===== src/hw/mitc_pkg.sv =====
// constants shared by the instruction timing core and its helpers
// assumes one 50 MHz clock and an 8-bit data path
`default_nettype none

package mitc_pkg;

    // ************************************************************
    // widths and counts
    // ************************************************************
    localparam int PM_AW = 12;
    localparam int PM_DW = 16;
    localparam int DM_AW = 8;
    localparam int STACK_DEPTH = 8;
    localparam int PHASES = 4;
    localparam logic [1:0] PH_ADDR = 2'h0;
    localparam logic [1:0] PH_READ = 2'h1;
    localparam logic [1:0] PH_CALC = 2'h2;
    localparam logic [1:0] PH_LAST = 2'h3;

    // ************************************************************
    // reset values and special addresses
    // ************************************************************
    localparam logic [11:0] RESET_PC = 12'h000;
    localparam logic [7:0] PCL_ADDR = 8'h06;

    // ************************************************************
    // instruction classes, bits [15:12]
    // ************************************************************
    localparam logic [3:0] OP_MISC = 4'h0;
    localparam logic [3:0] OP_JMP = 4'h1;
    localparam logic [3:0] OP_CALL = 4'h2;
    localparam logic [3:0] OP_ALU_A = 4'h3;
    localparam logic [3:0] OP_ALU_M = 4'h4;
    localparam logic [3:0] OP_ALU_I = 4'h5;
    localparam logic [3:0] OP_BSET = 4'h6;
    localparam logic [3:0] OP_BCLR = 4'h7;
    localparam logic [3:0] OP_SKBS = 4'h8;
    localparam logic [3:0] OP_SKBC = 4'h9;
    localparam logic [3:0] OP_SKZ = 4'ha;
    localparam logic [3:0] OP_TBLP = 4'hb;

    // ************************************************************
    // misc sub-codes, bits [11:8]
    // ************************************************************
    localparam logic [3:0] SUB_NOP = 4'h0;
    localparam logic [3:0] SUB_RET = 4'h1;
    localparam logic [3:0] SUB_INTERRUPT_RETURN_OP = 4'h2;
    localparam logic [3:0] SUB_HALT = 4'h3;
    localparam logic [3:0] SUB_TABRD = 4'h4;
    localparam logic [3:0] SUB_MOV_AM = 4'h5;
    localparam logic [3:0] SUB_MOV_MA = 4'h6;
    localparam logic [3:0] SUB_MOV_AX = 4'h7;
    localparam logic [3:0] SUB_CLRM = 4'h8;

    // ************************************************************
    // alu operations, bits [11:8]
    // ************************************************************
    localparam logic [3:0] ALU_ADD = 4'h0;
    localparam logic [3:0] ALU_ADC = 4'h1;
    localparam logic [3:0] ALU_SUB = 4'h2;
    localparam logic [3:0] ALU_SBC = 4'h3;
    localparam logic [3:0] ALU_AND = 4'h4;
    localparam logic [3:0] ALU_OR = 4'h5;
    localparam logic [3:0] ALU_XOR = 4'h6;
    localparam logic [3:0] ALU_CPL = 4'h7;
    localparam logic [3:0] ALU_INC = 4'h8;
    localparam logic [3:0] ALU_DEC = 4'h9;
    localparam logic [3:0] ALU_RR = 4'ha;
    localparam logic [3:0] ALU_RL = 4'hb;
    localparam logic [3:0] ALU_RRC = 4'hc;
    localparam logic [3:0] ALU_RLC = 4'hd;

endpackage : mitc_pkg

`default_nettype wire


===== src/hw/mitc_phase.sv =====
// four-phase sequencer that splits each instruction cycle
// assumes the single system clock and an active-low async reset
`default_nettype none

module mitc_phase
    import mitc_pkg::*;
(
    input wire logic clk, // system clock
    input wire logic rstn, // async reset, low
    output logic [1:0] phase // current phase of the cycle
);

    // ************************************************************
    // phase counter
    // ************************************************************
    // wraps every four clocks, one instruction cycle
    always_ff @(posedge clk or negedge rstn) begin
        if (!rstn) begin
            phase <= PH_ADDR;
        end else begin
            phase <= phase + 2'h1;
        end
    end

endmodule : mitc_phase

`default_nettype wire


===== src/hw/mitc_alu.sv =====
// combinational 8-bit arithmetic, logic and rotate unit
// assumes operands and carry come from registers of the core
`default_nettype none

module mitc_alu
    import mitc_pkg::*;
(
    input wire logic [3:0] op, // operation select
    input wire logic [7:0] a, // accumulator operand
    input wire logic [7:0] b, // memory or immediate operand
    input wire logic cin, // carry flag in
    output logic [7:0] res, // result
    output logic cout, // carry flag out
    output logic cUpd, // carry flag is written
    output logic zUpd // zero flag is written
);

    logic [8:0] wide;

    // ************************************************************
    // operation select
    // ************************************************************
    always_comb begin
        wide = 9'h000;
        res = 8'h00;
        cout = cin;
        cUpd = 1'b0;
        zUpd = 1'b1;
        case (op)
            ALU_ADD, ALU_ADC: begin
                wide = {1'b0, a} + {1'b0, b} + {8'h00, op[0] & cin};
                res = wide[7:0];
                cout = wide[8]; // carry above 255
                cUpd = 1'b1;
            end
            ALU_SUB, ALU_SBC: begin
                wide = {1'b0, a} - {1'b0, b} - {8'h00, op[0] & cin};
                res = wide[7:0];
                cout = wide[8]; // borrow below 0
                cUpd = 1'b1;
            end
            ALU_AND: res = a & b;
            ALU_OR: res = a | b;
            ALU_XOR: res = a ^ b;
            ALU_CPL: res = ~b;
            ALU_INC: res = b + 8'h01;
            ALU_DEC: res = b - 8'h01;
            ALU_RR: begin
                res = {b[0], b[7:1]};
                zUpd = 1'b0;
            end
            ALU_RL: begin
                res = {b[6:0], b[7]};
                zUpd = 1'b0;
            end
            ALU_RRC: begin
                res = {cin, b[7:1]};
                cout = b[0]; // outgoing bit to carry
                cUpd = 1'b1;
                zUpd = 1'b0;
            end
            ALU_RLC: begin
                res = {b[6:0], cin};
                cout = b[7];
                cUpd = 1'b1;
                zUpd = 1'b0;
            end
            default: begin
                res = b;
                zUpd = 1'b0;
            end
        endcase
    end

endmodule : mitc_alu

`default_nettype wire


===== src/hw/mitc_core.sv =====
// 8-bit core: fetch, decode, execute with four-phase cycles
// assumes program and data memory answer one clock after address
`default_nettype none

module mitc_core
    import mitc_pkg::*;
#(
    parameter int STACK_N = STACK_DEPTH
)
(
    input wire logic clk, // system clock, 50 MHz
    input wire logic rstn, // async reset, low
    output logic [PM_AW-1:0] pmAddr, // program memory address
    input wire logic [PM_DW-1:0] pmData, // program memory data
    output logic [DM_AW-1:0] dmAddr, // data memory address
    input wire logic [7:0] dmRdData, // data memory read data
    output logic [7:0] dmWrData, // data memory write data
    output logic dmWe, // data memory write enable
    output logic [7:0] tblHigh, // high byte of last table read
    output logic [7:0] accOut, // accumulator
    output logic carryFlag, // carry flag
    output logic zeroFlag, // zero flag
    output logic globalIntEnable, // global interrupt enable
    output logic powerDown, // core halted
    input wire logic wakeUp // leaves power-down
);

    localparam int SP_W = $clog2(STACK_N);

    logic [1:0] phase;
    logic [PM_AW-1:0] pcQ;
    logic [PM_DW-1:0] irQ;
    logic validQ;
    logic tblStallQ;
    logic [7:0] tblDstQ;
    logic [7:0] tblPtrQ;
    logic [7:0] memQ;
    logic [PM_AW-1:0] stackMem [STACK_N];
    logic [SP_W-1:0] spQ;
    logic commit;

    logic [3:0] op;
    logic [3:0] sub;
    logic [7:0] aluB;
    logic [7:0] aluRes;
    logic aluCout;
    logic aluCUpd;
    logic aluZUpd;
    logic [7:0] bitMask;

    logic accWr;
    logic [7:0] accVal;
    logic memWr;
    logic [7:0] memVal;
    logic flagWr;
    logic unconditional_jump_op;
    logic [PM_AW-1:0] jmpTgt;
    logic push;
    logic pop;
    logic skip;
    logic halt;
    logic tbl;
    logic giSet;
    logic ptrWr;
    logic pclWr;

    // ************************************************************
    // helpers
    // ************************************************************
    mitc_phase u_phase (
        .clk(clk),
        .rstn(rstn),
        .phase(phase)
    );

    mitc_alu u_alu (
        .op(sub),
        .a(accOut),
        .b(aluB),
        .cin(carryFlag),
        .res(aluRes),
        .cout(aluCout),
        .cUpd(aluCUpd),
        .zUpd(aluZUpd)
    );

    // operand fields and shared terms
    assign op = irQ[15:12];
    assign sub = irQ[11:8];
    assign aluB = (op == OP_ALU_I) ? irQ[7:0] : memQ;
    assign bitMask = 8'h01 << irQ[10:8];
    assign commit = (phase == PH_LAST) && !powerDown;

    // ************************************************************
    // decode
    // ************************************************************
    // a bubble in irQ decodes to nothing
    always_comb begin
        accWr = 1'b0;
        accVal = aluRes;
        memWr = 1'b0;
        memVal = aluRes;
        flagWr = 1'b0;
        unconditional_jump_op = 1'b0;
        jmpTgt = irQ[PM_AW-1:0];
        push = 1'b0;
        pop = 1'b0;
        skip = 1'b0;
        halt = 1'b0;
        tbl = 1'b0;
        giSet = 1'b0;
        ptrWr = 1'b0;
        if (validQ) begin
            case (op)
                OP_MISC: begin
                    case (sub)
                        SUB_RET, SUB_INTERRUPT_RETURN_OP: begin
                            pop = 1'b1;
                            unconditional_jump_op = 1'b1;
                            jmpTgt = stackMem[spQ - SP_W'(1)];
                            giSet = (sub == SUB_INTERRUPT_RETURN_OP);
                        end
                        SUB_HALT: halt = 1'b1;
                        SUB_TABRD: tbl = 1'b1;
                        SUB_MOV_AM: begin
                            accWr = 1'b1; // register to acc
                            accVal = memQ;
                        end
                        SUB_MOV_MA: begin
                            memWr = 1'b1; // acc to register
                            memVal = accOut;
                        end
                        SUB_MOV_AX: begin
                            accWr = 1'b1; // immediate to acc
                            accVal = irQ[7:0];
                        end
                        SUB_CLRM: begin
                            memWr = 1'b1;
                            memVal = 8'h00;
                        end
                        default: ;
                    endcase
                end
                OP_JMP: unconditional_jump_op = 1'b1; // no return saved
                OP_CALL: begin
                    unconditional_jump_op = 1'b1;
                    push = 1'b1;
                end
                OP_ALU_A, OP_ALU_I: begin
                    accWr = 1'b1;
                    flagWr = 1'b1;
                end
                OP_ALU_M: begin
                    memWr = 1'b1;
                    flagWr = 1'b1;
                end
                OP_BSET: begin
                    memWr = 1'b1;
                    memVal = memQ | bitMask;
                end
                OP_BCLR: begin
                    memWr = 1'b1;
                    memVal = memQ & ~bitMask;
                end
                OP_SKBS: skip = |(memQ & bitMask);
                OP_SKBC: skip = ~|(memQ & bitMask);
                OP_SKZ: skip = (memQ == 8'h00);
                OP_TBLP: ptrWr = 1'b1;
                default: ;
            endcase
        end
        pclWr = memWr && (irQ[7:0] == PCL_ADDR);
    end

    // ************************************************************
    // program counter, instruction register, prefetch
    // ************************************************************
    // flow changes leave a bubble in place of the prefetch
    always_ff @(posedge clk or negedge rstn) begin
        if (!rstn) begin
            pcQ <= RESET_PC;
            irQ <= 16'h0000;
            validQ <= 1'b0;
            tblStallQ <= 1'b0;
        end else if (commit) begin
            if (tblStallQ) begin
                tblStallQ <= 1'b0; // second cycle, keeps prefetch
            end else if (unconditional_jump_op) begin
                pcQ <= jmpTgt;
                validQ <= 1'b0; // discard prefetch
            end else if (pclWr) begin
                pcQ <= {pcQ[PM_AW-1:8], memVal}; // acts as jump
                validQ <= 1'b0;
            end else begin
                pcQ <= pcQ + PM_AW'(1);
                irQ <= pmData;
                validQ <= !skip; // taken skip adds a cycle
                tblStallQ <= tbl;
            end
        end
    end

    // ************************************************************
    // return stack
    // ************************************************************
    // pcQ already points past the call
    always_ff @(posedge clk) begin
        if (commit && !tblStallQ && push) begin
            stackMem[spQ] <= pcQ;
        end
    end

    // stack pointer, wraps when overfilled
    always_ff @(posedge clk or negedge rstn) begin
        if (!rstn) begin
            spQ <= '0;
        end else if (commit && !tblStallQ) begin
            if (push) begin
                spQ <= spQ + SP_W'(1);
            end else if (pop) begin
                spQ <= spQ - SP_W'(1);
            end
        end
    end

    // ************************************************************
    // memory addressing and operand capture
    // ************************************************************
    // addresses go out at start of cycle, data read one phase on
    always_ff @(posedge clk or negedge rstn) begin
        if (!rstn) begin
            pmAddr <= RESET_PC;
            dmAddr <= 8'h00;
            memQ <= 8'h00;
        end else if (phase == PH_ADDR) begin
            pmAddr <= tblStallQ ? {pcQ[PM_AW-1:8], tblPtrQ} : pcQ;
            dmAddr <= tblStallQ ? tblDstQ : irQ[7:0];
        end else if (phase == PH_READ) begin
            memQ <= dmRdData;
        end
    end

    // write strobe high through the last phase of the cycle
    always_ff @(posedge clk or negedge rstn) begin
        if (!rstn) begin
            dmWe <= 1'b0;
            dmWrData <= 8'h00;
            tblHigh <= 8'h00;
        end else if (phase == PH_CALC && (!powerDown || wakeUp)) begin
            if (tblStallQ) begin
                dmWe <= 1'b1;
                dmWrData <= pmData[7:0]; // table low byte
                tblHigh <= pmData[15:8];
            end else begin
                dmWe <= memWr && !pclWr;
                dmWrData <= memVal;
            end
        end else begin
            dmWe <= 1'b0;
        end
    end

    // table pointer and destination
    always_ff @(posedge clk or negedge rstn) begin
        if (!rstn) begin
            tblPtrQ <= 8'h00;
            tblDstQ <= 8'h00;
        end else if (commit && !tblStallQ) begin
            if (ptrWr) begin
                tblPtrQ <= irQ[7:0];
            end
            if (tbl) begin
                tblDstQ <= irQ[7:0];
            end
        end
    end

    // ************************************************************
    // accumulator and flags
    // ************************************************************
    always_ff @(posedge clk or negedge rstn) begin
        if (!rstn) begin
            accOut <= 8'h00;
            carryFlag <= 1'b0;
            zeroFlag <= 1'b0;
        end else if (commit && !tblStallQ) begin
            if (accWr) begin
                accOut <= accVal;
            end
            if (flagWr && aluCUpd) begin
                carryFlag <= aluCout;
            end
            if (flagWr && aluZUpd) begin
                zeroFlag <= (aluRes == 8'h00);
            end
        end
    end

    // ************************************************************
    // interrupt enable and power-down
    // ************************************************************
    always_ff @(posedge clk or negedge rstn) begin
        if (!rstn) begin
            globalIntEnable <= 1'b0;
            powerDown <= 1'b0;
        end else begin
            if (commit && !tblStallQ && giSet) begin
                globalIntEnable <= 1'b1;
            end
            if (powerDown && wakeUp) begin
                powerDown <= 1'b0;
            end else if (commit && !tblStallQ && halt) begin
                powerDown <= 1'b1;
            end
        end
    end

endmodule : mitc_core

`default_nettype wire


===== config.mk =====
export PLATFORM = sky130hd
export DESIGN_NAME = mitc_core
export DESIGN_NICKNAME = d
export VERILOG_FILES = /design/src/hw/mitc_pkg.sv /design/src/hw/mitc_phase.sv /design/src/hw/mitc_alu.sv /design/src/hw/mitc_core.sv
export SDC_FILE = /design/constraint.sdc
export NUM_CORES = 1
export LEC_CHECK = 0
export BUFFER_PORTS_ARGS = -buffer_cell sky130_fd_sc_hd__buf_2
export CORE_MARGIN = 4
export CORE_UTILIZATION = 30
export DETAILED_ROUTE_END_ITERATION = 12
export GPL_ROUTABILITY_DRIVEN = 0
export HOLD_SLACK_MARGIN = 0.1
export PLACE_DENSITY = 0.45
export SYNTH_ARGS = -nofsm -noshare
export SYNTH_HDL_FRONTEND = slang
export SYNTH_HIERARCHICAL = 1
export SYNTH_SLANG_ARGS = --single-unit
export TNS_END_PERCENT = 30

===== constraint.sdc =====
create_clock -name clk -period 6.71 [get_ports clk]
set_input_delay 1.6775 -clock clk [delete_from_list [all_inputs] [get_ports clk]]
set_output_delay 1.6775 -clock clk [all_outputs]
set_load 0.03 [all_outputs]

* Word level (Yosys, flattened, before mapping)
Memory sizes are Yosys's and may differ from the RTL's.
Cells that the tools add are included.
** Word-level totals
- Word-level logic and storage cells :: 182
- Register bits :: 108
- Output and inout bits :: 49
- Memory bits (writable) :: 96
- Memories :: 1
** Cells by class
- Shift-type cells :: 1
- Multiplexer cells :: 60
- Add/sub/neg operators :: 10
- Bitwise gates (word level) :: 13
- Reductions and logical operators :: 48
- Equality and inequality tests :: 29
** Memory list
- stackMem :: depth 8, width 12, rd ports 1, clocked after Yosys merged registers in 0, wr ports 1, RTL line mitc_core.sv:38 : logic [PM_AW-1:0] stackMem [STACK_N];
** Operator list (number)
- case mux 8 bit (12 select lines) :: 1
- 2-to-1 mux 12 bit :: 5
- 2-to-1 mux 8 bit :: 7
- equality test 4 bit (second input constant) :: 10
- 2-to-1 mux 1 bit :: 37
- equality test 4 x 3 -> 1 bit (second input constant) :: 8
- case mux 8 bit (2 select lines) :: 2
- AND 8 bit :: 3
- case mux 8 bit (3 select lines) :: 1
- equality test 4 x 2 -> 1 bit (second input constant) :: 4
- logical NOT 8 bit :: 2
- inverter 8 bit :: 2
- bitwise OR 8 bit :: 2
- AND reduction 2 bit :: 8
- OR reduction 2 bit :: 7
- adder 12 x 1 -> 12 bit (second input constant) :: 1
- logical AND 1 bit :: 11
- OR reduction 10 bit :: 1
- adder 8 x 8 -> 9 bit :: 1
- adder 9 x 1 -> 9 bit :: 1
- subtractor 8 x 8 -> 9 bit :: 1
- subtractor 9 x 1 -> 9 bit :: 1
- adder 8 x 1 -> 8 bit (second input constant) :: 1
- equality test 4 x 1 -> 1 bit (second input constant) :: 2
- other kinds (27) :: 42

* Logic depth before layout (Yosys ltp)
Gate-level depths: netlist of the first run.
- Depth after elaboration :: 10
- Mapped depth :: 19

* Hierarchy
Netlist of the first run, hierarchy kept.
** By module, submodules not included
- mitc_core :: cells an instance 734, times used 1, area each 9595.5 um^2
- mitc_alu :: cells an instance 302, times used 1, area each 2048.2 um^2
- mitc_phase :: cells an instance 4, times used 1, area each 62.6 um^2

* Worst setup path after synthesis of the first run
No wires, ideal clock.
- Path kind :: register -> register
- Start :: register irQ[12]
- End :: register zeroFlag
- Library setup time :: 0.083 ns
- Clock period less this slack :: 4.165 ns
- Slack :: 2.545 ns
- Data arrival time :: 4.082 ns
- Path buffers :: 2
- Stages on the path, launching flop included :: 19
- Cells stage by stage :: dfrtp_1 -> buf_2 -> nand2b_1 -> nor3b_2 -> mux2_2 -> clkbuf_1 -> inv_1 -> fa_1 -> inv_1 -> fa_1 -> nand2b_4 -> a2111oi_2 -> a21oi_1 -> xor2_1 -> a2111oi_0 -> a211oi_1 -> nor4_1 -> nand2_1 -> o21ai_0
** Between the ends
- Word-level cells in the longest chain between the ends :: 6
- Elaborated cells between the ends (all ways) :: 21
- Those cells by class :: add/sub (6); eq/ne (3); mux (4); bitwise (4); reduce/logical (4)
** Ends and longest elaborated chain
- start, declared :: RTL line mitc_core.sv:32 : logic [PM_DW-1:0] irQ;
- start signal, assigned :: RTL line mitc_core.sv:196 : irQ <= pmData;
- equality test 4 x 3 -> 1 bit (*) :: RTL line mitc_core.sv:90 : assign aluB = (op == OP_ALU_I) ? irQ[7:0] : memQ;
- 2-to-1 mux 8 bit (*) :: RTL line mitc_core.sv:90
- named net aluB[0] :: RTL line mitc_core.sv:44 : logic [7:0] aluB;
- subtractor 8 x 8 -> 9 bit / adder 8 x 8 -> 9 bit (equally long branches) :: RTL line mitc_alu.sv:37, mitc_alu.sv:31
- subtractor 9 x 1 -> 9 bit / adder 9 x 1 -> 9 bit (equally long branches) :: RTL line mitc_alu.sv:37, mitc_alu.sv:31
- case mux 8 bit (12 select lines) (*) :: RTL line mitc_alu.sv:29 : case (op)
- named net aluRes[6] :: RTL line mitc_core.sv:45 : logic [7:0] aluRes;
- logical NOT 8 bit (*) :: RTL line mitc_core.sv:294 : zeroFlag <= (aluRes == 8'h00);
- end signal, assigned :: RTL line mitc_core.sv:294
- end, declared :: RTL line mitc_core.sv:22 : output logic zeroFlag,
Mark *: on every way through the listed nets, which the timed path passes. The rest lies on a longest branch.
A chain may end at the register's enable or synchronous reset.

* Final worst setup path of the first run
- Start :: register irQ[13]
- End :: register dmWrData[6]
** Between the ends
- Word-level cells in the longest chain between the ends :: 9
- Elaborated cells between the ends (all ways) :: 20
- Those cells by class :: add/sub (6); eq/ne (3); mux (6); bitwise (4); reduce/logical (1)
** Ends and longest elaborated chain
- equality test 4 x 3 -> 1 bit (*) :: RTL line mitc_core.sv:90
- 2-to-1 mux 8 bit (*) :: RTL line mitc_core.sv:90
- named net aluB[0] :: RTL line mitc_core.sv:44
- subtractor 8 x 8 -> 9 bit / adder 8 x 8 -> 9 bit (equally long branches) :: RTL line mitc_alu.sv:37, mitc_alu.sv:31
- subtractor 9 x 1 -> 9 bit / adder 9 x 1 -> 9 bit (equally long branches) :: RTL line mitc_alu.sv:37, mitc_alu.sv:31
- case mux 8 bit (12 select lines) (*) :: RTL line mitc_alu.sv:29
- named net aluRes[6] :: RTL line mitc_core.sv:45
- case mux 8 bit (2 select lines) :: RTL line mitc_core.sv:116 : case (sub)
- case mux 8 bit (3 select lines) :: RTL line mitc_core.sv:114 : case (op)
- 2-to-1 mux 8 bit (*) :: RTL line mitc_core.sv:113 : if (validQ) begin
- 2-to-1 mux 8 bit (*) :: RTL line mitc_core.sv:250 : if (tblStallQ) begin
- end signal, assigned :: RTL line mitc_core.sv:252 : dmWrData <= pmData[7:0];
- end signal, assigned :: RTL line mitc_core.sv:256 : dmWrData <= memVal;
- end, declared :: RTL line mitc_core.sv:17 : output logic [7:0] dmWrData,
Marks and branches as above.

==> run summary, run 1 <==
OUTCOME
----------------------------------------------------------------------------------
Status                                                                complete, no violations

LAYOUT
----------------------------------------------------------------------------------
Layout Area Growth over Synthesis                                            13.7%
Post-layout net count                                                        1,164
N_diodes                                                                         0
Share of final-layout standard cells stronger than drive strength 1          0.234

ROUTE
----------------------------------------------------------------------------------
Antenna-violating nets left                                                      0
Routed met2 length                                                       16,300 um
Total via count after detailed routing                                       8,588
Wire length after detailed routing                                       35,600 um
Residual DRC                                                                     0
Vias/cell                                                                     5.27
Post-Route M1 WL                                                         17,000 um
Average wire per cell in the routed design                                 21.8 um
Met3 WL post-DR                                                            1280 um
Detailed Route Iter0 Violations                                                686
Top routing layer used                                                        met4
Detailed-router iteration count before antenna repair                            5

STA
----------------------------------------------------------------------------------
Maximum operating frequency                                              0.194 GHz
Min cycle time layout                                                      5.15 ns
Slew at the pin with the worst max-slew slack                             0.883 ns
Final Slew Violations                                                            0
Final clock period utilization by the worst path                             0.767
Number of hold violations in the final report                                    0
# setup viols final                                                              0
Max-Slew Margin vs Limit                                                     0.396
Smallest setup slack after layout                                          1.56 ns
Setup clock skew after layout                                            0.0111 ns
Setup repair after global routing missed its margin                          false
Total Neg Setup Slack                                                         0 ns

SYNTHESIS
----------------------------------------------------------------------------------
Primary flip-flop cell chosen by synthesis mapping                    sky130_fd_sc_hd__dfrtp_1
Number of enable-type register cells in the synthesized netlist                 96
Sequential area share after synthesis                                        0.477
Library cell with the highest instance count after synthesis          sky130_fd_sc_hd__dfrtp_1
Most area-hungry cell type in the Yosys netlist                       sky130_fd_sc_hd__edfxtp_1
Most used standard cells in the synthesized netlist                   sky130_fd_sc_hd__dfrtp_1, sky130_fd_sc_hd__nand2_1, sky130_fd_sc_hd__edfxtp_1
Nets in the synthesized netlist                                              1,105
Register bit count reported by yosys                                           204
Top-area cell type share of the netlist area                                 0.246
Most area-consuming cells after synthesis                             sky130_fd_sc_hd__edfxtp_1, sky130_fd_sc_hd__dfrtp_1, sky130_fd_sc_hd__mux2_2
Post-Syn Instances                                                           1,040
Yosys warning count                                                              6
Post-synthesis area per instance                                          11.3 um2
Unique cell type count in the Yosys netlist                                     90
Cell area after synthesis                                               0.0117 mm2
FFs w/ async S/R, synth                                                      0.529

SETUP PATH
----------------------------------------------------------------------------------
Highest fanout seen on the critical path                                        13
Critical path endpoint category                                           register
Cell-by-cell listing of the critical path                             nand2b_1 -> nor3b_2 -> mux2_2 -> inv_1 -> fa_1 -> inv_1 -> fa_1 -> nand2b_4 -> a2111oi_2 -> a21oi_1 -> xor2_1 -> a2111oi_0 -> a211oi_1 -> a21oi_1 -> and2_1 -> o31ai_1
Max stage delay cell, worst path                                      sky130_fd_sc_hd__a211oi_1
CP Class                                                                   reg2reg
Delay of the slowest cell on the worst path                                0.64 ns
Data required time at the worst endpoint                                   7.10 ns
Worst EP arrival                                                           5.53 ns
Worst setup SP type                                                       register

DIE
----------------------------------------------------------------------------------
Overall die area                                                        0.0422 mm2
Width of the chip                                                           206 um
Vertical die dimension                                                      206 um
Initial cell density of the core                                             0.303
Row count                                                                       72
Area of the core region                                                 0.0386 mm2
Boundary Pins                                                                   76

PWR
----------------------------------------------------------------------------------
Power per cell area                                                     386 mW/mm2
Post-route total power                                                     5140 uW
VDD IR-drop max                                                           0.203 mV
Leakage power total                                                     0.00527 uW

CTS
----------------------------------------------------------------------------------
Clock insertion delay at the later pin of the skew report                  0.50 ns
Clock transition at path regs                                              0.06 ns
CTS Root Buffer Type                                                  sky130_fd_sc_hd__clkbuf_16
Clock tree from TritonCTS                                                     done
Number of clock sinks                                                          204
Number of buffers added by the clock tree synthesis step                        22
Number of gates resized after cts                                                0
Hold Buf Count CTS                                                               0
Clock H-tree levels                                                              1
Buffers from clock root to sink, at most                                         3
Buffer count from post-CTS setup fixing                                          0

GRT
----------------------------------------------------------------------------------
Overall Global Routing Usage                                                 0.168
First-pass GRT wire length                                               55,100 um
Via count of the first global-routing pass                                   8,638
Initial antenna violation count                                                  0
Maximum number of pins on one net before global-route repair                    59
Leftover overflow at the end of global routing                                   0

RUN
----------------------------------------------------------------------------------
Count of maximum capacitance violations                                          0

PLACED DESIGN
----------------------------------------------------------------------------------
Setup WS pre-CTS                                                           1.63 ns
Number of buffers inserted by port buffering                                    75
Post-DP HPWL                                                             24,600 um

MIN PATH
----------------------------------------------------------------------------------
Type of the worst min-delay path                                           reg2reg

==> cell type report <==
cell class	instances	area, um2
Clock buffer	32	629
Clock inverter	6	60.1
Fill cell	3897	25300
Inverter	40	150
Multi-Input combinational cell	735	5700
Sequential cell	204	5590
Tap cell	518	648
Timing Repair Buffer	96	536
==> layout by cell type, fill, tap and decap left out, types with 10 or more instances in the layout <==
cell and instances:
sky130_fd_sc_hd__inv_1 36, sky130_fd_sc_hd__nand2_1 99, sky130_fd_sc_hd__o21ai_1 10, sky130_fd_sc_hd__buf_2 74, sky130_fd_sc_hd__nor3_1 15, sky130_fd_sc_hd__dfrtp_1 105, sky130_fd_sc_hd__mux2_4 14, sky130_fd_sc_hd__buf_4 22
sky130_fd_sc_hd__xnor2_1 15, sky130_fd_sc_hd__o22ai_1 11, sky130_fd_sc_hd__mux2i_1 57, sky130_fd_sc_hd__nand3_1 15, sky130_fd_sc_hd__mux2_2 54, sky130_fd_sc_hd__o21ai_0 67, sky130_fd_sc_hd__a21oi_1 46, sky130_fd_sc_hd__nor2_1 61
sky130_fd_sc_hd__mux4_2 22, sky130_fd_sc_hd__ha_1 34, sky130_fd_sc_hd__edfxtp_1 96, sky130_fd_sc_hd__clkbuf_16 23, sky130_fd_sc_hd__a31oi_1 11
==> registers in the layout, summed over array words and instances (netlist names), 2 cells and up <==
signal and count:
stackMem 96, irQ 16, pcQ 12, pmAddr 12
accOut 8, dmAddr 8, dmWrData 8, memQ 8
tblDstQ 8, tblHigh 8, tblPtrQ 8, spQ 3
u_phase/phase 2
==> report_power, final <==
part	switching, uW	internal (uW)	leakage, uW
registers	310	1550	0.00217
clock network	490	690	0.000341
logic	1280	821	0.00276
total	2080	3060	0.00527
==> worst paths after layout <==
check	startpoint	to	slack, ns	depth (start not counted)
max	irQ[13]	dmWrData[6]	1.56	16
min	globalIntEnable	globalIntEnable	0.47	2
max reg2reg	irQ[13]	dmWrData[6]	1.56	16
min reg2reg	globalIntEnable	globalIntEnable	0.47	2
max in group asynchronous	rstn	pcQ[0]	4.24	2
min in group asynchronous	rstn	dmAddr[3]	1.22	1
==> worst max-delay path: cells and delay by family (launching register included) <==
kind | cells | cell delay [ns]
DFF | 1 | 0.50
xor gates and xnor gates | 1 | 0.22
AOI/OAI and AO/OA | 6 | 1.73
and+or+nand+nor | 4 | 1.17
buffers and inverters | 2 | 0.24
muxes | 1 | 0.47
adders and majority gates | 2 | 0.70
==> layer usage <==
layer | global-route usage | up-vias
met2 | 0.264 | 226
met4 | 0.0414 | 0
li1 | - | 3975
met5 | 0 | -
met1 | 0.249 | 4331
met3 | 0.0172 | 56
==> cells by family after synthesis <==
kind of cell	share of synthesized area
fa+ha+maj	0.0432
compound gates	0.132
simple gates	0.128
buf+inv	0.0397
xor+xnor	0.0187
flops	0.477
mux	0.161
==> through the flow <==
step,std cells,area (um2),util,hold slack [ns]
after floorplan,1040,11700,-,0.470
after global placement,1593,12600,0.327,0.457
after detailed placement,1593,12600,0.327,0.466
after CTS,1631,13300,0.345,0.482
after global routing,1631,13300,0.345,0.505
final,1631,13300,0.345,0.468
Power figures use the tool's default switching activity.
==> run 2, diff against run 1 <==
Settings changed: PLACE_DENSITY 0.45 to 0.47.
Clock period 6.71 ns to 4.3 ns, I/O delays scaled along.
==> run summary, run 2 (synthesized netlist as in run 1, its figures left out) <==
OUTCOME
----------------------------------------------------------------------------------
Status                                                                complete, no violations

PWR
----------------------------------------------------------------------------------
Internal power                                                             5060 uW
Leakage power total                                                     0.00546 uW
Post-route total power                                                     8320 uW
Net Switching                                                              3270 uW
Seq pwr share                                                                0.343
Combinational fraction of design power                                       0.413
VDD IR-drop max                                                           0.303 mV
Power per cell area                                                     609 mW/mm2
Switching portion of total power                                             0.393
Clock power share                                                            0.245

SETUP PATH
----------------------------------------------------------------------------------
Worst EP arrival                                                           4.39 ns
CP Class                                                                   reg2reg
Worst setup SP type                                                       register
Launching point of the worst reg2reg path                                  irQ[13]
Data required time at the worst endpoint                                   4.66 ns
Worst reg-to-reg setup slack                                               0.28 ns
Highest fanout seen on the critical path                                         7
Critical path endpoint category                                           register
Worst reg2reg path endpoint                                            dmWrData[6]
Worst reg2reg path depth                                                        16

LAYOUT
----------------------------------------------------------------------------------
Layout Area Growth over Synthesis                                            16.8%
Footprint of the flip-flops and latches                                0.00559 mm2
N_diodes                                                                         0
Largest Register                                                          stackMem
Post-Layout Cell Count                                                       1,662
FILL cells                                                                   3,856
Post-layout net count                                                        1,194
Share of final-layout standard cells stronger than drive strength 1          0.258
Most common library cell in the layout ignoring fill and taps         sky130_fd_sc_hd__dfrtp_1
Leading cell types in the layout, fill and taps excluded              sky130_fd_sc_hd__dfrtp_1, sky130_fd_sc_hd__nand2_1, sky130_fd_sc_hd__edfxtp_1, sky130_fd_sc_hd__buf_2, sky130_fd_sc_hd__o21ai_0
Largest registers                                                     stackMem: 96 flops, irQ: 16 flops
Multi-input gate area                                                  0.00574 mm2
Final core utilization                                                       0.354
Flip-flop count of the largest register after layout                            96

DIE
----------------------------------------------------------------------------------
Area of the core region                                                 0.0386 mm2
Boundary Pins                                                                   76
Row count                                                                       72
Initial cell density of the core                                             0.303
Vertical die dimension                                                      206 um
Width of the chip                                                           206 um
Overall die area                                                        0.0422 mm2

MIN PATH
----------------------------------------------------------------------------------
Hold Crit Endpoint                                                    globalIntEnable
Cell depth of the worst min-delay path                                           2
Type of the worst min-delay path                                           reg2reg
Hold Startpoint                                                       globalIntEnable

PLACED DESIGN
----------------------------------------------------------------------------------
Number of buffers inserted by port buffering                                    75
DP Cell Count                                                                1,623
Setup WS pre-CTS                                                          0.184 ns
Post-DP HPWL                                                             25,300 um

STA
----------------------------------------------------------------------------------
Slew at the pin with the worst max-slew slack                             0.981 ns
Maximum operating frequency                                              0.249 GHz
Min cycle time layout                                                      4.02 ns
Smallest setup slack after layout                                         0.277 ns
Final Slew Violations                                                            0
Hold slack                                                                0.473 ns
Number of hold violations in the final report                                    0
Setup clock skew after layout                                            0.0110 ns
# setup viols final                                                              0
Max-Slew Margin vs Limit                                                     0.346
Final clock period utilization by the worst path                             0.936

GRT
----------------------------------------------------------------------------------
Initial antenna violation count                                                  1
Maximum number of pins on one net before global-route repair                    71
First-pass GRT wire length                                               55,900 um
Via count of the first global-routing pass                                   8,752
Leftover overflow at the end of global routing                                   0
Overall Global Routing Usage                                                 0.170

CTS
----------------------------------------------------------------------------------
Clock insertion delay at the later pin of the skew report                  0.51 ns
Hold Buf Count CTS                                                               0
CTS Root Buffer Type                                                  sky130_fd_sc_hd__clkbuf_16
Clock transition at path regs                                              0.06 ns
Buffers from clock root to sink, at most                                         3
Clock tree from TritonCTS                                                     done
Clock H-tree levels                                                              1
Number of clock sinks                                                          204
Buffer count from post-CTS setup fixing                                          0
Number of buffers added by the clock tree synthesis step                        22

ROUTE
----------------------------------------------------------------------------------
Total via count after detailed routing                                       8,659
Average wire per cell in the routed design                                 21.6 um
Wire length after detailed routing                                       36,000 um
Detailed-router iteration count before antenna repair                            5
Detailed Route Iter0 Violations                                                699
Vias/cell                                                                     5.21
Residual DRC                                                                     0
Antenna-violating nets left                                                      0

RUN
----------------------------------------------------------------------------------
Count of maximum capacitance violations                                          0

[run 2: worst max-delay path by stage]
stage | end | depth (start not counted) | slack, ns | startpoint
6_report | dmWrData[6] | 16 | 0.28 | irQ[13]
5_1_grt | zeroFlag | 16 | -0.01 | irQ[13]
4_1_cts | dmWrData[6] | 16 | 0.17 | irQ[13]
3_5_place_dp | dmWrData[6] | 16 | 0.18 | irQ[13]
3_3_place_gp | dmWrData[6] | 16 | 0.27 | irQ[13]
2_1_floorplan | zeroFlag | 18 | 0.14 | irQ[12]
[run 2: critical path, cell delays in order, from the launching register on]
cell	delay, ns
sky130_fd_sc_hd__dfrtp_1	0.37
sky130_fd_sc_hd__nand2b_1	0.20
sky130_fd_sc_hd__nor3b_4	0.25
sky130_fd_sc_hd__buf_4	0.21
sky130_fd_sc_hd__mux2_2	0.35
sky130_fd_sc_hd__inv_1	0.08
sky130_fd_sc_hd__ha_1	0.31
sky130_fd_sc_hd__ha_2	0.36
sky130_fd_sc_hd__a2111oi_2	0.30
sky130_fd_sc_hd__a21oi_1	0.11
sky130_fd_sc_hd__xor2_1	0.18
sky130_fd_sc_hd__a2111oi_2	0.40
sky130_fd_sc_hd__a211oi_1	0.09
sky130_fd_sc_hd__buf_4	0.17
sky130_fd_sc_hd__a21oi_1	0.25
sky130_fd_sc_hd__and2_1	0.17
sky130_fd_sc_hd__o31ai_1	0.07
[run 2: metrics by stage]
step	TNS [ns]	cell area, um2
floorplan	0	11700
global placement	0	12900
detailed placement	0	12900
CTS	0	13600
global route	-0.0120	13700
finish	0	13700
[run 2: layout make-up]
class,count,share of cell area
Sequential cell,204,0.409
Tap cell,518,0.0474
Clock buffer,26,0.0421
Inverter,40,0.0110
Clock inverter,13,0.0147
Multi-Input combinational cell,735,0.420
Timing Repair Buffer,126,0.0565
[run 2: routing by layer]
metal | part of all wire | GRT usage | up-vias
li1 | - | - | 4057
met2 | 0.46 | 0.272 | 237
met5 | 0.00036 | 0 | -
met1 | 0.46 | 0.249 | 4321
met3 | 0.053 | 0.0262 | 42
met4 | 0.018 | 0.0299 | 2
[run 2: power by group through the flow]
stage / clock network, uW / logic, uW / registers, uW
5_1_grt: 2180 / 3770 / 2910
4_1_cts: 2090 / 3430 / 2860
3_5_place_dp: 0 / 3410 / 2900
3_3_place_gp: 0 / 3420 / 2890
2_1_floorplan: 0 / 2100 / 3000
6_report: 2040 / 3440 / 2850
[run 2: repair_timing]
item	4_1_cts	5_1_grt
resized for setup	0	8
endpoints found under the setup margin	0	4
endpoints found under the hold margin	0	0
==> run 3, diff against run 2 <==
Settings changed: ABC_AREA set to 1.
==> run summary, run 3 <==
SYNTHESIS
------------------------------------------------------------------------------------
Most area-hungry cell type in the Yosys netlist                         sky130_fd_sc_hd__edfxtp_1
Nets in the synthesized netlist                                                1,605
Primary flip-flop cell chosen by synthesis mapping                      sky130_fd_sc_hd__dfrtp_1
Synth Area in Compound Gates                                                   0.109
Post-synthesis area per instance                                            7.80 um2
Adder-cell area share of the yosys netlist                                    0.0421
Parity-gate share of the synthesized area counting xor and xnor cells        0.00875
Post-Syn Instances                                                             1,540
FFs w/ async S/R, synth                                                        0.529
Top-area cell type share of the netlist area                                   0.240
Register bit count reported by yosys                                             204
Unique cell type count in the Yosys netlist                                       53
Fraction of synthesized area in multiplexers                                 0.00187
Most used standard cells in the synthesized netlist                     sky130_fd_sc_hd__nand2_1, sky130_fd_sc_hd__inv_1, sky130_fd_sc_hd__nand3_1
Main combinational cell family by area after synthesis                  simple AND/OR/NAND/NOR gates
Sequential area share after synthesis                                          0.465
Simple-gate share of the synthesized area                                      0.292
Number of enable-type register cells in the synthesized netlist                   96
Cell area after synthesis                                                 0.0120 mm2
Yosys warning count                                                                6
Library cell with the highest instance count after synthesis            sky130_fd_sc_hd__nand2_1
Most area-consuming cells after synthesis                               sky130_fd_sc_hd__edfxtp_1, sky130_fd_sc_hd__dfrtp_1, sky130_fd_sc_hd__nand2_1

GRT
------------------------------------------------------------------------------------
Leftover overflow at the end of global routing                                     0
First-pass GRT wire length                                                 63,400 um
Overall Global Routing Usage                                                   0.184
Initial antenna violation count                                                    0
Maximum number of pins on one net before global-route repair                      51
Via count of the first global-routing pass                                    10,500

CTS
------------------------------------------------------------------------------------
Number of clock sinks                                                            204
CTS Root Buffer Type                                                    sky130_fd_sc_hd__clkbuf_16
Clock tree from TritonCTS                                                       done
Clock insertion delay at the later pin of the skew report                    0.54 ns
Buffer count from post-CTS setup fixing                                            0
Number of buffers added by the clock tree synthesis step                          24
Clock transition at path regs                                                0.06 ns
Clock H-tree levels                                                                1
Buffers from clock root to sink, at most                                           3

LAYOUT
------------------------------------------------------------------------------------
Flip-flop count of the largest register after layout                              96
Layout Area Growth over Synthesis                                              15.7%
FILL cells                                                                     4,258
Leading cell types in the layout, fill and taps excluded                sky130_fd_sc_hd__nand2_1, sky130_fd_sc_hd__inv_1, sky130_fd_sc_hd__nand3_1, sky130_fd_sc_hd__nor2_1, sky130_fd_sc_hd__dfrtp_1
N_diodes                                                                           0
Post-layout net count                                                          1,695
Largest Register                                                            stackMem
Most common library cell in the layout ignoring fill and taps           sky130_fd_sc_hd__nand2_1
Share of final-layout standard cells stronger than drive strength 1            0.129
Largest registers                                                       stackMem: 96 flops, irQ: 16 flops

SETUP PATH
------------------------------------------------------------------------------------
Buffers & Inverters on Critical Path                                               4
Delay of the slowest cell on the worst path                                  0.44 ns
Worst EP arrival                                                             4.46 ns
Family with the most delay on the worst path                            simple AND/OR/NAND/NOR gates
Critical path endpoint category                                             register
Worst reg-to-reg setup slack                                                 0.31 ns
Max stage delay cell, worst path                                        sky130_fd_sc_hd__fa_1
CP Class                                                                     reg2reg
Worst setup SP type                                                         register
Worst reg2reg path endpoint                                                   pcQ[3]
Cell-by-cell listing of the critical path                               inv_1 -> nand2_1 -> inv_1 -> nand2_2 -> o21ai_0 -> buf_4 -> inv_1 -> fa_1 -> ha_1 -> o21ai_1 -> nand2_1 -> nand2_1 -> nand3_1 -> nand4_1 -> nor2_1 -> a21oi_1 -> nand3_1 -> nand2_1 -> nand2_1 -> nand2_1 -> nand3_1 -> nand3_1 -> nand2_1 -> nand2_1
Cell repeated most along the worst path                                 sky130_fd_sc_hd__nand2_1
Worst reg2reg path depth                                                          24
Highest fanout seen on the critical path                                          17
Data required time at the worst endpoint                                     4.78 ns
Launching point of the worst reg2reg path                                    irQ[13]

DIE
------------------------------------------------------------------------------------
Width of the chip                                                             208 um
Initial cell density of the core                                               0.303
Vertical die dimension                                                        208 um
Boundary Pins                                                                     76
Row count                                                                         73
Overall die area                                                          0.0433 mm2
Area of the core region                                                   0.0396 mm2

ROUTE
------------------------------------------------------------------------------------
Detailed-router iteration count before antenna repair                              7
Detailed Route Iter0 Violations                                                1,036
Vias/cell                                                                       5.01
Routed met2 length                                                         18,200 um
Antenna-violating nets left                                                        0
Residual DRC                                                                       0
Top routing layer used                                                          met4
Post-Route M1 WL                                                           19,200 um
Total via count after detailed routing                                        10,900
Met3 WL post-DR                                                              2350 um
Average wire per cell in the routed design                                   18.8 um
Wire length after detailed routing                                         40,900 um

PWR
------------------------------------------------------------------------------------
Net Switching                                                                4540 uW
Switching portion of total power                                               0.475
VDD IR-drop max                                                             0.324 mV
Clock power share                                                              0.201
Seq pwr share                                                                  0.322
Power per cell area                                                       688 mW/mm2
Post-route total power                                                       9570 uW
Combinational fraction of design power                                         0.477
Internal power                                                               5020 uW
Leakage power total                                                       0.00649 uW

STA
------------------------------------------------------------------------------------
Total Neg Setup Slack                                                           0 ns
# setup viols final                                                                0
Slew at the pin with the worst max-slew slack                               0.957 ns
Final Slew Violations                                                              0
Maximum operating frequency                                                0.251 GHz
Setup clock skew after layout                                              0.0184 ns
Number of hold violations in the final report                                      0
Min cycle time layout                                                        3.99 ns
Final clock period utilization by the worst path                               0.927
Setup repair after global routing missed its margin                            false
Max-Slew Margin vs Limit                                                       0.358

MIN PATH
------------------------------------------------------------------------------------
Hold Startpoint                                                           tblHigh[6]
Cell depth of the worst min-delay path                                             2
Type of the worst min-delay path                                             reg2reg
Hold Crit Endpoint                                                        tblHigh[6]

PLACED DESIGN
------------------------------------------------------------------------------------
Post-DP HPWL                                                               29,900 um
Number of buffers inserted by port buffering                                      75

RUN
------------------------------------------------------------------------------------
Count of maximum capacitance violations                                            0

OUTCOME
------------------------------------------------------------------------------------
Status                                                                  complete, no violations

[run 3: tightest hold or removal path, stage by stage, from the launching register on]
cell	delay, ns
sky130_fd_sc_hd__dfrtp_1	0.33
sky130_fd_sc_hd__nand2_1	0.05
sky130_fd_sc_hd__o21ai_0	0.06
[run 3: final cells by class]
type | instances | area (um2) | area share
Clock buffer | 35 | 682 | 0.0490
Timing Repair Buffer | 117 | 693 | 0.0498
Clock inverter | 8 | 55.1 | 0.00396
Multi-Input combinational cell | 1087 | 5500 | 0.395
Tap cell | 525 | 657 | 0.0472
Inverter | 196 | 738 | 0.0531
Sequential cell | 204 | 5590 | 0.402
[run 3: worst max path at each step]
stage,cells past startpoint,end,slack (ns),startpoint
2_1_floorplan,26,pcQ[7],0.51,irQ[12]
3_3_place_gp,23,pcQ[3],0.26,irQ[13]
3_5_place_dp,23,pcQ[3],0.21,irQ[13]
4_1_cts,23,pcQ[3],0.19,irQ[13]
5_1_grt,24,dmWrData[5],0.009,irQ[13]
6_report,24,pcQ[3],0.31,irQ[13]
[run 3: logic make-up (layout without fill, tap and decap cells)]
logic type | Yosys count | after routing
AND/OR/NAND/NOR | 816 | 816
buffers and inverters | 249 | 356
adder cells (fa/ha/maj) | 38 | 38
multiplexers | 2 | 2
flip-flops | 204 | 204
XOR/XNOR | 12 | 12
AO/OA/AOI/OAI | 219 | 219
[run 3: what timing repair did]
item                       in CTS  in global routing
gates resized for setup         0                  2
hold buffers                    0                  0
setup endpoints to repair       0                 16
[run 3: power by group through the flow]
stage | Sequential [uW] | Combinational, uW | Clock, uW
finish | 3080 | 4560 | 1930
global route | 3130 | 5080 | 2050
CTS | 3070 | 4540 | 1970
detailed placement | 3110 | 4520 | 0
global placement | 3100 | 4520 | 0
floorplan | 3160 | 2810 | 0
[run 3: through the flow]
step	cells	instance area, um2	hold slack, ns	utilization	worst slack, ns
finish	2172	13900	0.479	0.351	0.314
global route	2172	13900	0.507	0.351	0.00930
CTS	2172	13900	0.484	0.351	0.188
detailed placement	2129	13200	0.470	0.332	0.210
global placement	2129	13200	0.464	0.332	0.257
floorplan	1540	12000	0.453	-	0.514
[run 3: routing by layer]
metal  up-vias  GRT usage
met3        77     0.0244
met5         -          0
met2       362      0.287
met1      5197      0.270
li1       5254          -
met4         0     0.0480
